==> src/port_policy_pkg.sv <==
// package: port policy table layout, encodings, register map
`default_nettype none
package port_policy_pkg;
    localparam int unsigned NUM_PORTS   = 11;
    localparam int unsigned PORT_W      = 4;
    localparam int unsigned ENTRY_W     = 117;
    localparam int unsigned WORDS_PER_E = 4;
    localparam logic [3:0]  CPU_PORT    = 4'ha;

    // field positions inside a 117-bit entry
    localparam int unsigned F_OP_LO   = 16;
    localparam int unsigned F_SEL_LO  = 56;
    localparam int unsigned F_VID_LO  = 58;
    localparam int unsigned F_DEI     = 70;
    localparam int unsigned F_PCP_LO  = 71;
    localparam int unsigned F_ORD_LO  = 74;
    localparam int unsigned F_MIN_LO  = 76;
    localparam int unsigned F_MAX_LO  = 78;
    localparam int unsigned F_SKIPM   = 80;
    localparam int unsigned F_LGRP    = 81;
    localparam int unsigned F_MIR     = 82;
    localparam int unsigned F_MMEM    = 83;
    localparam int unsigned F_MISO    = 84;
    localparam int unsigned F_MTGT_LO = 85;
    localparam int unsigned F_SPT_LO  = 89;
    localparam int unsigned F_PRIO    = 92;
    localparam int unsigned F_PVID_LO = 93;
    localparam int unsigned F_HOST    = 105;
    localparam int unsigned F_TXB     = 106;
    localparam int unsigned F_PTH     = 107;
    localparam int unsigned F_ROUTE   = 108;
    localparam int unsigned F_NATON   = 109;
    localparam int unsigned F_NATSIDE = 110;
    localparam int unsigned F_L2ON    = 111;
    localparam int unsigned F_L2FLAG  = 112;
    localparam int unsigned F_ACLMISS = 113;
    localparam int unsigned F_ACLFRC  = 114;
    localparam int unsigned F_PRE_LO  = 115;

    // reset entry: only the maximum tag count is non-zero (code 2)
    localparam logic [ENTRY_W-1:0] ENTRY_RESET = {{(ENTRY_W-80){1'b0}}, 2'h2, {78{1'b0}}};

    // register map: entry e word w at byte (e*4+w)*4; counters above
    localparam logic [9:0] TABLE_LIMIT   = 10'h0b0;
    localparam logic [9:0] CNT_MIN_ADDR  = 10'h100;
    localparam logic [9:0] CNT_MAX_ADDR  = 10'h104;
    localparam logic [9:0] CNT_MEMB_ADDR = 10'h108;
    localparam int unsigned CNT_W        = 32;

    typedef enum logic [1:0] {SRC_OUTER, SRC_PORT, SRC_MIXED, SRC_RSVD} vid_src_t;
    typedef enum logic [2:0] {OP_NONE, OP_SWAP, OP_PUSH, OP_POP, OP_STRIP,
                              OP_R5, OP_R6, OP_R7} tag_op_t;
    typedef enum logic [2:0] {STP_DISABLED, STP_BLOCKING, STP_LISTENING, STP_LEARNING,
                              STP_FORWARDING, STP_R5, STP_R6, STP_R7} stp_t;

    typedef struct packed {
        logic        valid;
        logic [3:0]  src_port;
        logic [1:0]  tag_count;
        logic        outer_direct;
        logic [11:0] outer_vid;
        logic [2:0]  outer_pcp;
        logic        outer_dei;
        logic [11:0] inner_vid;
        logic [2:0]  inner_pcp;
        logic        inner_dei;
        logic        group_source;
        logic [10:0] vlan_members;
        logic [10:0] mirror_isolation;
        logic [10:0] l2_dest_mask;
        logic        range_hit;
        logic [11:0] range_vid;
        logic [1:0]  range_order;
        logic        acl_hit;
        logic        tunnel_first_hit;
        logic        tunnel_second_hit;
    } frame_desc_t;

    typedef struct packed {
        logic        valid;
        logic        drop;
        logic [11:0] vid;
        logic [2:0]  pcp;
        logic        dei;
        logic [2:0]  queue_pcp;
        tag_op_t     tag_op;
        stp_t        stp_state;
        logic        may_learn_group;
        logic [10:0] dest_mask;
        logic        mirror_valid;
        logic [3:0]  mirror_port;
        logic        host_tag_decode;
        logic        tunnel_exit_ok;
        logic        tunnel_to_host;
        logic        routing_ok;
        logic        nat_check;
        logic        nat_public;
        logic        l2_action_lookup;
        logic        l2_action_flag;
        logic        use_fallback_acl;
        logic [1:0]  acl_prelookup_tag;
        logic        strip_prio_tag;
    } policy_result_t;
endpackage : port_policy_pkg
`default_nettype wire

==> src/ingress_port_vlan_policy.sv <==
// ingress per-port vlan policy with wishbone-held port table
// Contract
// - vid source: outer, port default, inner-if-two
// - missing selected tag falls back to default
// - untagged frames get default vid/dei/pcp
// - range hit replaces vid if order higher
// - minimum tag count check, drop and count
// - maximum tag count check, drop and count
// - non-member source dropped unless skip set
// - never forward to non-member destinations
// - learn group source only when enabled
// - mirror copy to target port when enabled
// - suppress mirror to non-member target
// - suppress mirror to isolating target
// - three-bit ingress spanning tree state
// - priority tag gives pcp, then bypassed
// - cpu port always decodes host tag
// - tunnel exit blocked when bit one
// - partial tunnel hit goes to host
// - routing permitted when bit one
// - nat check enable and port side
// - l2 action lookup enable and flag
// - fallback acl on miss when enabled
// - forced fallback acl, shared prelookup bits
// - three-bit per-port tag operation
`default_nettype none
module ingress_port_vlan_policy
    import port_policy_pkg::*;
(
    // clock and reset
    input  wire logic           clock_i,
    input  wire logic           nrst_i,
    // wishbone slave
    input  wire logic           wb_cyc_i,
    input  wire logic           wb_stb_i,
    input  wire logic           wb_we_i,
    input  wire logic [9:0]     wb_adr_i,
    input  wire logic [3:0]     wb_sel_i,
    input  wire logic [31:0]    wb_dat_i,
    output logic      [31:0]    wb_dat_o,
    output logic                wb_ack_o,
    // frame descriptors
    input  wire frame_desc_t    frame_i,
    output policy_result_t      result_o
);
    logic [ENTRY_W-1:0]        table_q [NUM_PORTS];
    logic [CNT_W-1:0]          cnt_min_q;
    logic [CNT_W-1:0]          cnt_max_q;
    logic [CNT_W-1:0]          cnt_memb_q;

    // ---------------- bus slave ----------------
    logic                      req;
    logic [3:0]                rd_entry;
    logic [1:0]                rd_word;
    logic [127:0]              rd_wide;
    logic [31:0]               rd_d;

    // ack masks the held request so each bus cycle is taken once
    assign req      = wb_cyc_i & wb_stb_i & ~wb_ack_o;
    assign rd_entry = wb_adr_i[7:4];
    assign rd_word  = wb_adr_i[3:2];

    always_comb begin
        rd_wide = '0;
        rd_d    = '0;
        if (wb_adr_i < TABLE_LIMIT) begin
            rd_wide = {{(128-ENTRY_W){1'b0}}, table_q[rd_entry]};
            rd_d    = rd_wide[{rd_word, 5'h00} +: 32];
        end else if (wb_adr_i == CNT_MIN_ADDR) begin
            rd_d = cnt_min_q;
        end else if (wb_adr_i == CNT_MAX_ADDR) begin
            rd_d = cnt_max_q;
        end else if (wb_adr_i == CNT_MEMB_ADDR) begin
            rd_d = cnt_memb_q;
        end
    end

    // registered ack: a write lands on the edge that raises it
    always_ff @(posedge clock_i or negedge nrst_i) begin
        if (!nrst_i) begin
            wb_ack_o <= 1'b0;
        end else begin
            wb_ack_o <= req;
        end
    end

    always_ff @(posedge clock_i or negedge nrst_i) begin
        if (!nrst_i) begin
            wb_dat_o <= '0;
        end else begin
            wb_dat_o <= req ? rd_d : '0;
        end
    end

    genvar g;
    generate
        for (g = 0; g < NUM_PORTS; g++) begin : g_entry
            logic [127:0] wide;
            logic [127:0] merged;
            always_comb begin
                wide   = {{(128-ENTRY_W){1'b0}}, table_q[g]};
                merged = wide;
                for (int b = 0; b < 4; b++) begin
                    if (wb_sel_i[b]) begin
                        merged[{rd_word, 5'h00} + 7'(b*8) +: 8] = wb_dat_i[b*8 +: 8];
                    end
                end
            end
            always_ff @(posedge clock_i or negedge nrst_i) begin
                if (!nrst_i) begin
                    table_q[g] <= ENTRY_RESET;
                end else if (req && wb_we_i && wb_adr_i < TABLE_LIMIT
                             && rd_entry == 4'(g)) begin
                    table_q[g] <= merged[ENTRY_W-1:0];
                end
            end
        end
    endgenerate

    // ---------------- per-frame policy ----------------
    logic [ENTRY_W-1:0]        e;
    logic                      port_ok;
    logic                      prio_match;
    logic [1:0]                eff_cnt;
    logic [11:0]               eff_outer_vid;
    logic [2:0]                eff_outer_pcp;
    logic                      eff_outer_dei;
    logic [11:0]               fb_vid;
    logic [11:0]               sel_vid;
    logic [11:0]               fin_vid;
    logic                      min_fail;
    logic                      max_fail;
    logic                      memb_fail;
    logic                      src_member;
    logic                      mirror_ok;
    logic [3:0]                mtgt;

    // entry fields used by the policy
    logic [1:0]                sel_code;
    logic [1:0]                ord_code;
    logic [1:0]                min_code;
    logic [1:0]                max_code;
    logic [2:0]                port_pcp;
    logic                      port_dei;
    logic [11:0]               prio_vid;
    logic                      skip_memb;

    // source ports beyond the table see the reset entry
    assign port_ok = frame_i.src_port < 4'(NUM_PORTS);
    assign e       = port_ok ? table_q[frame_i.src_port] : ENTRY_RESET;
    assign fb_vid  = e[F_VID_LO +: 12];
    assign mtgt    = e[F_MTGT_LO +: 4];

    assign sel_code  = e[F_SEL_LO +: 2];
    assign ord_code  = e[F_ORD_LO +: 2];
    assign min_code  = e[F_MIN_LO +: 2];
    assign max_code  = e[F_MAX_LO +: 2];
    assign port_pcp  = e[F_PCP_LO +: 3];
    assign port_dei  = e[F_DEI];
    assign prio_vid  = e[F_PVID_LO +: 12];
    assign skip_memb = e[F_SKIPM];

    // matched priority tag is removed from vlan view; inner becomes outer
    assign prio_match = e[F_PRIO] && frame_i.outer_direct && frame_i.tag_count != 2'h0
                        && frame_i.outer_vid == prio_vid;
    assign eff_cnt       = prio_match ? frame_i.tag_count - 2'h1 : frame_i.tag_count;
    assign eff_outer_vid = prio_match ? frame_i.inner_vid : frame_i.outer_vid;
    assign eff_outer_pcp = prio_match ? frame_i.inner_pcp : frame_i.outer_pcp;
    assign eff_outer_dei = prio_match ? frame_i.inner_dei : frame_i.outer_dei;

    always_comb begin
        unique case (vid_src_t'(sel_code))
            SRC_OUTER: sel_vid = (eff_cnt != 2'h0) ? eff_outer_vid : fb_vid;
            SRC_PORT:  sel_vid = fb_vid;
            SRC_MIXED: sel_vid = (eff_cnt >= 2'h2) ? frame_i.inner_vid : fb_vid;
            default:   sel_vid = fb_vid;
        endcase
    end

    // a range hit wins only with an order above the port's own
    always_comb begin
        fin_vid = sel_vid;
        if (frame_i.range_hit && frame_i.range_order > ord_code) begin
            fin_vid = frame_i.range_vid;
        end
    end

    always_comb begin
        unique case (min_code)
            2'h0:    min_fail = 1'b0;
            2'h1:    min_fail = eff_cnt < 2'h1;
            2'h2:    min_fail = eff_cnt < 2'h2;
            default: min_fail = 1'b1;
        endcase
    end

    always_comb begin
        unique case (max_code)
            2'h0:    max_fail = eff_cnt > 2'h0;
            2'h1:    max_fail = eff_cnt > 2'h1;
            default: max_fail = 1'b0;
        endcase
    end

    assign src_member = port_ok && frame_i.vlan_members[frame_i.src_port];
    assign memb_fail  = !src_member && !skip_memb;
    assign mirror_ok  = e[F_MIR] && mtgt < 4'(NUM_PORTS)
                        && !(e[F_MMEM] && !frame_i.vlan_members[mtgt])
                        && !(e[F_MISO] && frame_i.mirror_isolation[mtgt]);

    always_ff @(posedge clock_i or negedge nrst_i) begin
        if (!nrst_i) begin
            result_o.valid <= 1'b0;
            result_o.drop  <= 1'b0;
        end else begin
            result_o.valid <= frame_i.valid;
            result_o.drop  <= frame_i.valid && (min_fail || max_fail || memb_fail);
        end
    end

    always_ff @(posedge clock_i or negedge nrst_i) begin
        if (!nrst_i) begin
            result_o.vid <= '0;
        end else begin
            result_o.vid <= fin_vid;
        end
    end

    // untagged frames carry the port default tag fields
    always_ff @(posedge clock_i or negedge nrst_i) begin
        if (!nrst_i) begin
            result_o.pcp <= '0;
            result_o.dei <= 1'b0;
        end else begin
            result_o.pcp <= (eff_cnt == 2'h0) ? port_pcp : eff_outer_pcp;
            result_o.dei <= (eff_cnt == 2'h0) ? port_dei : eff_outer_dei;
        end
    end

    always_ff @(posedge clock_i or negedge nrst_i) begin
        if (!nrst_i) begin
            result_o.queue_pcp      <= '0;
            result_o.strip_prio_tag <= 1'b0;
        end else begin
            result_o.queue_pcp      <= prio_match ? frame_i.outer_pcp
                                       : ((eff_cnt == 2'h0) ? port_pcp : eff_outer_pcp);
            result_o.strip_prio_tag <= prio_match;
        end
    end

    always_ff @(posedge clock_i or negedge nrst_i) begin
        if (!nrst_i) begin
            result_o.tag_op <= OP_NONE;
        end else begin
            result_o.tag_op <= tag_op_t'(e[F_OP_LO +: 3]);
        end
    end

    always_ff @(posedge clock_i or negedge nrst_i) begin
        if (!nrst_i) begin
            result_o.stp_state <= STP_DISABLED;
        end else begin
            result_o.stp_state <= stp_t'(e[F_SPT_LO +: 3]);
        end
    end

    always_ff @(posedge clock_i or negedge nrst_i) begin
        if (!nrst_i) begin
            result_o.may_learn_group <= 1'b0;
        end else begin
            result_o.may_learn_group <= frame_i.group_source ? e[F_LGRP] : 1'b1;
        end
    end

    // membership limits destinations even when the source check is skipped
    always_ff @(posedge clock_i or negedge nrst_i) begin
        if (!nrst_i) begin
            result_o.dest_mask <= '0;
        end else begin
            result_o.dest_mask <= frame_i.l2_dest_mask & frame_i.vlan_members;
        end
    end

    // a failed guard drops the copy, never the frame itself
    always_ff @(posedge clock_i or negedge nrst_i) begin
        if (!nrst_i) begin
            result_o.mirror_valid <= 1'b0;
            result_o.mirror_port  <= '0;
        end else begin
            result_o.mirror_valid <= frame_i.valid && mirror_ok;
            result_o.mirror_port  <= mtgt;
        end
    end

    always_ff @(posedge clock_i or negedge nrst_i) begin
        if (!nrst_i) begin
            result_o.host_tag_decode <= 1'b0;
        end else begin
            result_o.host_tag_decode <= (frame_i.src_port == CPU_PORT) || e[F_HOST];
        end
    end

    always_ff @(posedge clock_i or negedge nrst_i) begin
        if (!nrst_i) begin
            result_o.tunnel_exit_ok <= 1'b0;
            result_o.tunnel_to_host <= 1'b0;
        end else begin
            result_o.tunnel_exit_ok <= !e[F_TXB];
            result_o.tunnel_to_host <= e[F_PTH] && frame_i.tunnel_first_hit
                                       && !frame_i.tunnel_second_hit;
        end
    end

    always_ff @(posedge clock_i or negedge nrst_i) begin
        if (!nrst_i) begin
            result_o.routing_ok <= 1'b0;
            result_o.nat_check  <= 1'b0;
            result_o.nat_public <= 1'b0;
        end else begin
            result_o.routing_ok <= e[F_ROUTE];
            result_o.nat_check  <= e[F_NATON];
            result_o.nat_public <= e[F_NATSIDE];
        end
    end

    always_ff @(posedge clock_i or negedge nrst_i) begin
        if (!nrst_i) begin
            result_o.l2_action_lookup <= 1'b0;
            result_o.l2_action_flag   <= 1'b0;
        end else begin
            result_o.l2_action_lookup <= e[F_L2ON];
            result_o.l2_action_flag   <= e[F_L2FLAG];
        end
    end

    always_ff @(posedge clock_i or negedge nrst_i) begin
        if (!nrst_i) begin
            result_o.use_fallback_acl  <= 1'b0;
            result_o.acl_prelookup_tag <= '0;
        end else begin
            result_o.use_fallback_acl  <= e[F_ACLFRC] || (e[F_ACLMISS] && !frame_i.acl_hit);
            result_o.acl_prelookup_tag <= e[F_PRE_LO +: 2];
        end
    end

    // drop counters, one step per offending frame
    always_ff @(posedge clock_i or negedge nrst_i) begin
        if (!nrst_i) begin
            cnt_min_q <= '0;
        end else begin
            if (frame_i.valid && min_fail) begin
                cnt_min_q <= cnt_min_q + 32'h1;
            end
        end
    end

    always_ff @(posedge clock_i or negedge nrst_i) begin
        if (!nrst_i) begin
            cnt_max_q <= '0;
        end else begin
            if (frame_i.valid && max_fail) begin
                cnt_max_q <= cnt_max_q + 32'h1;
            end
        end
    end

    always_ff @(posedge clock_i or negedge nrst_i) begin
        if (!nrst_i) begin
            cnt_memb_q <= '0;
        end else begin
            if (frame_i.valid && memb_fail) begin
                cnt_memb_q <= cnt_memb_q + 32'h1;
            end
        end
    end
endmodule : ingress_port_vlan_policy
`default_nettype wire

==> config.mk <==
export PLATFORM = sky130hd
export DESIGN_NAME = ingress_port_vlan_policy
export DESIGN_NICKNAME = d
export VERILOG_FILES = /design/src/port_policy_pkg.sv /design/src/ingress_port_vlan_policy.sv
export SDC_FILE = /design/constraint.sdc
export NUM_CORES = 2
export LEC_CHECK = 0
export BUFFER_PORTS_ARGS = -buffer_cell sky130_fd_sc_hd__buf_2
export CORE_MARGIN = 1
export CORE_UTILIZATION = 45
export DETAILED_ROUTE_END_ITERATION = 10
export GPL_TIMING_DRIVEN = 1
export MAX_ROUTING_LAYER = met4
export PLACE_DENSITY_LB_ADDON = 0.25
export SLEW_MARGIN = 0
export SYNTH_ARGS = -nofsm -noshare
export SYNTH_HDL_FRONTEND = slang
export SYNTH_SLANG_ARGS = --single-unit
==> constraint.sdc <==
create_clock -name clock_i -period 3.38 [get_ports clock_i]
set_input_delay 0.338 -clock clock_i [delete_from_list [all_inputs] [get_ports clock_i]]
set_output_delay 0.338 -clock clock_i [all_outputs]
set_load 0.02 [all_outputs]
==> run summary <==
The count of cells along the worst hold path is 4. The minimum period implied by the final worst setup slack is 3.53 ns. The core utilization of the finished layout is 54.1%.

The number of global-route vias before repair is 58500. Derived from the worst setup path, the maximum achievable clock frequency is 0.283 GHz. The die span in x is 401 um.

The count of endpoints failing hold in the final timing report is 0. The startpoint type of the worst setup path is a register. The total number of nets in the final design came out at 7660. The critical path depth in cells is 13. The number of clock sinks is 1472. The final worst hold slack is 0.0790 ns. The I/O pin total is 232. The synthesized cell area is 0.0716 mm^2. After clock tree synthesis, the clock-pin slew on the worst setup and hold paths is 0.06 ns. The number of antenna violations at the first check in global routing came to 20.

The number of filler cells placed in the layout is 13700. STA classifies the critical path endpoint as a register. The count of standard-cell rows came out at 145. The number of failing setup endpoints in the final timing report is 65.

Setup repair after global routing could not meet its margin everywhere. The remaining design rule violation count came out at 0. The number of port buffers came out at 231.

The first routing iteration left 5901 violations. The routability congestion estimate came out at 0.976. The instance count of the mapped netlist came out at 7053. The transition time at the pin with the least slew margin is 1.31 ns. Across all setup checks in the final design, the least slack found is -0.148 ns. The number of nets in the synthesized netlist is 7206. The sequential area share after synthesis is 51.5%. Counting along the longest clock path gives a buffer depth of 3. The area of the core is 0.157 mm^2. The number of buffer and inverter stages on the critical path came out at 3.

The startpoint identified for the worst hold timing path is frame_i[58]. The flop and latch count out of synthesis is 1472. In this run the worst setup path begins at g_entry[4].wide[103].

The analysis attributes to cell leakage a power of 37.1 nW. The required time at the endpoint of the critical path is 4.11 ns. Measured along the y axis, the die boundary spans 401 um.

TritonCTS built the clock tree. The setup slack on the worst flop-to-flop path came out at -0.15 ns. For this run the aggregate overflow at the end of global routing stands at 0. Entering global routing, the biggest net connects 116 pins. The post-DP HPWL is 179000 um.

Traced cell by cell, the critical path runs through mux4_2 > mux2_4 > a32o_1 > nor3b_2 > o2111ai_2 > or3_4 > buf_12 > mux2i_2 > o32ai_4 > buf_12 > buf_12 > nand4_1 > xnor2_1. The final reports fail on setup timing. The global-route wire length before repair came out at 383000 um.

Overall power consumption after layout is estimated at 39.4 mW. In the synthesized netlist the dominant register cell turns out to be sky130_fd_sc_hd__dfrtp_1. The detailed-route via count came out at 59300. The power per unit of standard cell area is 464 mW/mm^2. The floorplan step defined a die boundary enclosing 0.161 mm^2. The number of flops mapped to enable cells by yosys is 0. The run finished, with violations left.

The mean instance size in the synthesized netlist is 10.1 um^2. The distinct cell type count after synthesis is 80. The final routed wirelength across all metal layers came out at 255000 um.

The area growth from synthesis to layout is 18.8%. The number of nets with antenna violations after detailed routing came out at 0. Global routing consumed, over all layers together, 32.8% of the routing resources. Among all stages on the critical path, the largest delay is contributed by sky130_fd_sc_hd__mux4_2. The effective utilization at floorplan is 45.6%. The average vias per placed instance is 6.11. The worst register-to-register path has a depth of 13. The class of the most critical setup path is reg2reg. The startpoint identified for the worst register-to-register timing path is g_entry[4].wide[103]. The buffer cell driving the clock tree root is sky130_fd_sc_hd__clkbuf_16. The largest single stage delay on the critical path is 0.51 ns. The number of max-slew violations in the final report came out at 0.

VDD sags by at most 0.592 mV. The share of synthesized flip-flops with an asynchronous set or reset is 100%. The number of max-cap violations is 0. The average detailed-routed wire length per instance came out at 26.3 um. The data arrival time of the worst path came out at 4.26 ns. TritonCTS created 163 clock buffers. The post-route clock period utilization is 104%.

For this run, the number of Yosys warnings is 0. On the critical path the largest part of the delay comes from multiplexers. The dominant cell type by count on the critical path is sky130_fd_sc_hd__buf_12.

The maximum clock skew at final layout is 0.0617 ns. The worst max-slew margin expressed relative to the limit came out at 11.9%. The maximum level of the CTS H-tree is 4. At the later pin of the worst-skew pair, clock insertion delay measures 0.85 ns. The min-delay analysis places its worst path in the category in2reg. The share of cells above drive strength 1 is 20.9%.

The detailed-routing iteration count for the pre-antenna-repair pass came out at 9. Of all nets on the critical path, the largest fanout is 9.
## per-stage QoR
step	cells	TNS [ns]	area (um^2)	setup slack, ns
2_1_floorplan	7053	-1.62	71800	-0.172
3_3_place_gp	9316	-40.64	78100	-0.645
3_5_place_dp	9316	-44.24	78100	-0.700
4_1_cts	9687	-2.30	84700	-0.101
5_1_grt	9705	-11.72	85000	-0.244
6_report	9706	-3.83	85000	-0.148
## layout make-up
cell class / count / area [um^2] / area share [%]
antenna: 12 / 30.0 / 0.0353
clock buffer: 243 / 4800 / 5.65
clock inverter: 51 / 689 / 0.811
inverter: 24 / 95.1 / 0.112
multi-input combinational: 4995 / 32900 / 38.7
sequential: 1472 / 36800 / 43.3
tap: 2058 / 2570 / 3.03
timing repair buffer: 851 / 7050 / 8.30
## registers in the layout, indices dropped and copies added (netlist names)
name / count
cnt_min_q: 32
wb_ack_o: 1
cnt_memb_q: 32
g_entry.wide: 1287
cnt_max_q: 32
wb_dat_o: 32
result_o: 56
## repair_timing
| action | in CTS | in global routing |
|---|---|---|
| gates resized for setup | 56 | 56 |
| cloned | 4 | 1 |
| hold endpoints to repair | 122 | 0 |
| pin swaps | 20 | 19 |
| hold buffers | 65 | 0 |
| setup buffers | 8 | 10 |
| setup endpoints to repair | 80 | 136 |
## cells by family after synthesis
| logic type | synth area share [%] |
|---|---|
| xor+xnor | 1.30 |
| buf+inv | 3.19 |
| simple gates | 12.7 |
| mux | 15.9 |
| fa+ha+maj | 0.175 |
| compound gates | 15.2 |
| flops | 51.5 |
## where the power goes
group          switching [mW]  total [mW]  internal, mW
Combinational            2.26        3.36          1.10
Clock                    7.70        18.1          10.4
Sequential              0.145        17.9          17.8
## metal layers
layer	vias up	global-route usage (%)	share of wire, %
li1	26000	-	-
met1	29800	43.6	41
met2	2897	47.3	44
met3	641	7.98	9.9
met4	0	15.4	5.2
met5	-	-	0
## cell usage in the layout (no fill, tap or decap), types with 14 or more instances in the layout
cell type                       instances
sky130_fd_sc_hd__a211o_1               22
sky130_fd_sc_hd__a21oi_1              170
sky130_fd_sc_hd__a221o_1               49
sky130_fd_sc_hd__a22oi_1               42
sky130_fd_sc_hd__and2_1                37
sky130_fd_sc_hd__and3_1                40
sky130_fd_sc_hd__buf_12                72
sky130_fd_sc_hd__buf_2                224
sky130_fd_sc_hd__buf_4                473
sky130_fd_sc_hd__clkbuf_1              38
sky130_fd_sc_hd__clkbuf_16            164
sky130_fd_sc_hd__clkbuf_8              42
sky130_fd_sc_hd__clkinv_2              23
sky130_fd_sc_hd__dfrtp_1             1461
sky130_fd_sc_hd__dlygate4sd3_1         65
sky130_fd_sc_hd__inv_1                 19
sky130_fd_sc_hd__mux2_2                95
sky130_fd_sc_hd__mux2i_1              228
sky130_fd_sc_hd__mux4_2               349
sky130_fd_sc_hd__nand2_1             1671
sky130_fd_sc_hd__nand3_1               55
sky130_fd_sc_hd__nand4_1               36
sky130_fd_sc_hd__nor2_1               289
sky130_fd_sc_hd__nor3_1                24
sky130_fd_sc_hd__o211ai_1              14
sky130_fd_sc_hd__o21ai_0             1405
sky130_fd_sc_hd__o221ai_1              32
sky130_fd_sc_hd__o22ai_1               54
sky130_fd_sc_hd__o32ai_1               53
sky130_fd_sc_hd__or3_1                 17
sky130_fd_sc_hd__xnor2_1               85
sky130_fd_sc_hd__xor2_1                19
## cells in the mapped netlist, types with 53 or more instances
master | count | area, um^2
sky130_fd_sc_hd__o22ai_1 | 54 | 338
sky130_fd_sc_hd__o32ai_1 | 53 | 464
sky130_fd_sc_hd__clkbuf_1 | 457 | 1720
sky130_fd_sc_hd__mux2_2 | 101 | 1140
sky130_fd_sc_hd__a21oi_1 | 170 | 851
sky130_fd_sc_hd__nand2_1 | 1685 | 6320
sky130_fd_sc_hd__mux2i_1 | 229 | 2290
sky130_fd_sc_hd__nand3_1 | 65 | 325
sky130_fd_sc_hd__mux4_2 | 349 | 7860
sky130_fd_sc_hd__buf_1 | 62 | 233
sky130_fd_sc_hd__nor2_1 | 298 | 1120
sky130_fd_sc_hd__o21ai_0 | 1420 | 7110
sky130_fd_sc_hd__xnor2_1 | 87 | 762
sky130_fd_sc_hd__dfrtp_1 | 1461 | 36600
## final timing paths
kind | to
worst max-delay path | cnt_min_q[15]
worst min-delay path | result_o[44]
worst max register to register | cnt_min_q[15]
worst min register to register | cnt_min_q[31]
max in group asynchronous | cnt_memb_q[28]
min in group asynchronous | result_o[39]
## worst min-delay path, cell delays in order
cell	delay, ns
sky130_fd_sc_hd__buf_2	0.13
sky130_fd_sc_hd__mux2i_1	0.12
sky130_fd_sc_hd__o221ai_1	0.13
sky130_fd_sc_hd__o221a_2	0.13
Note: power is estimated with default switching activity, not from simulation.
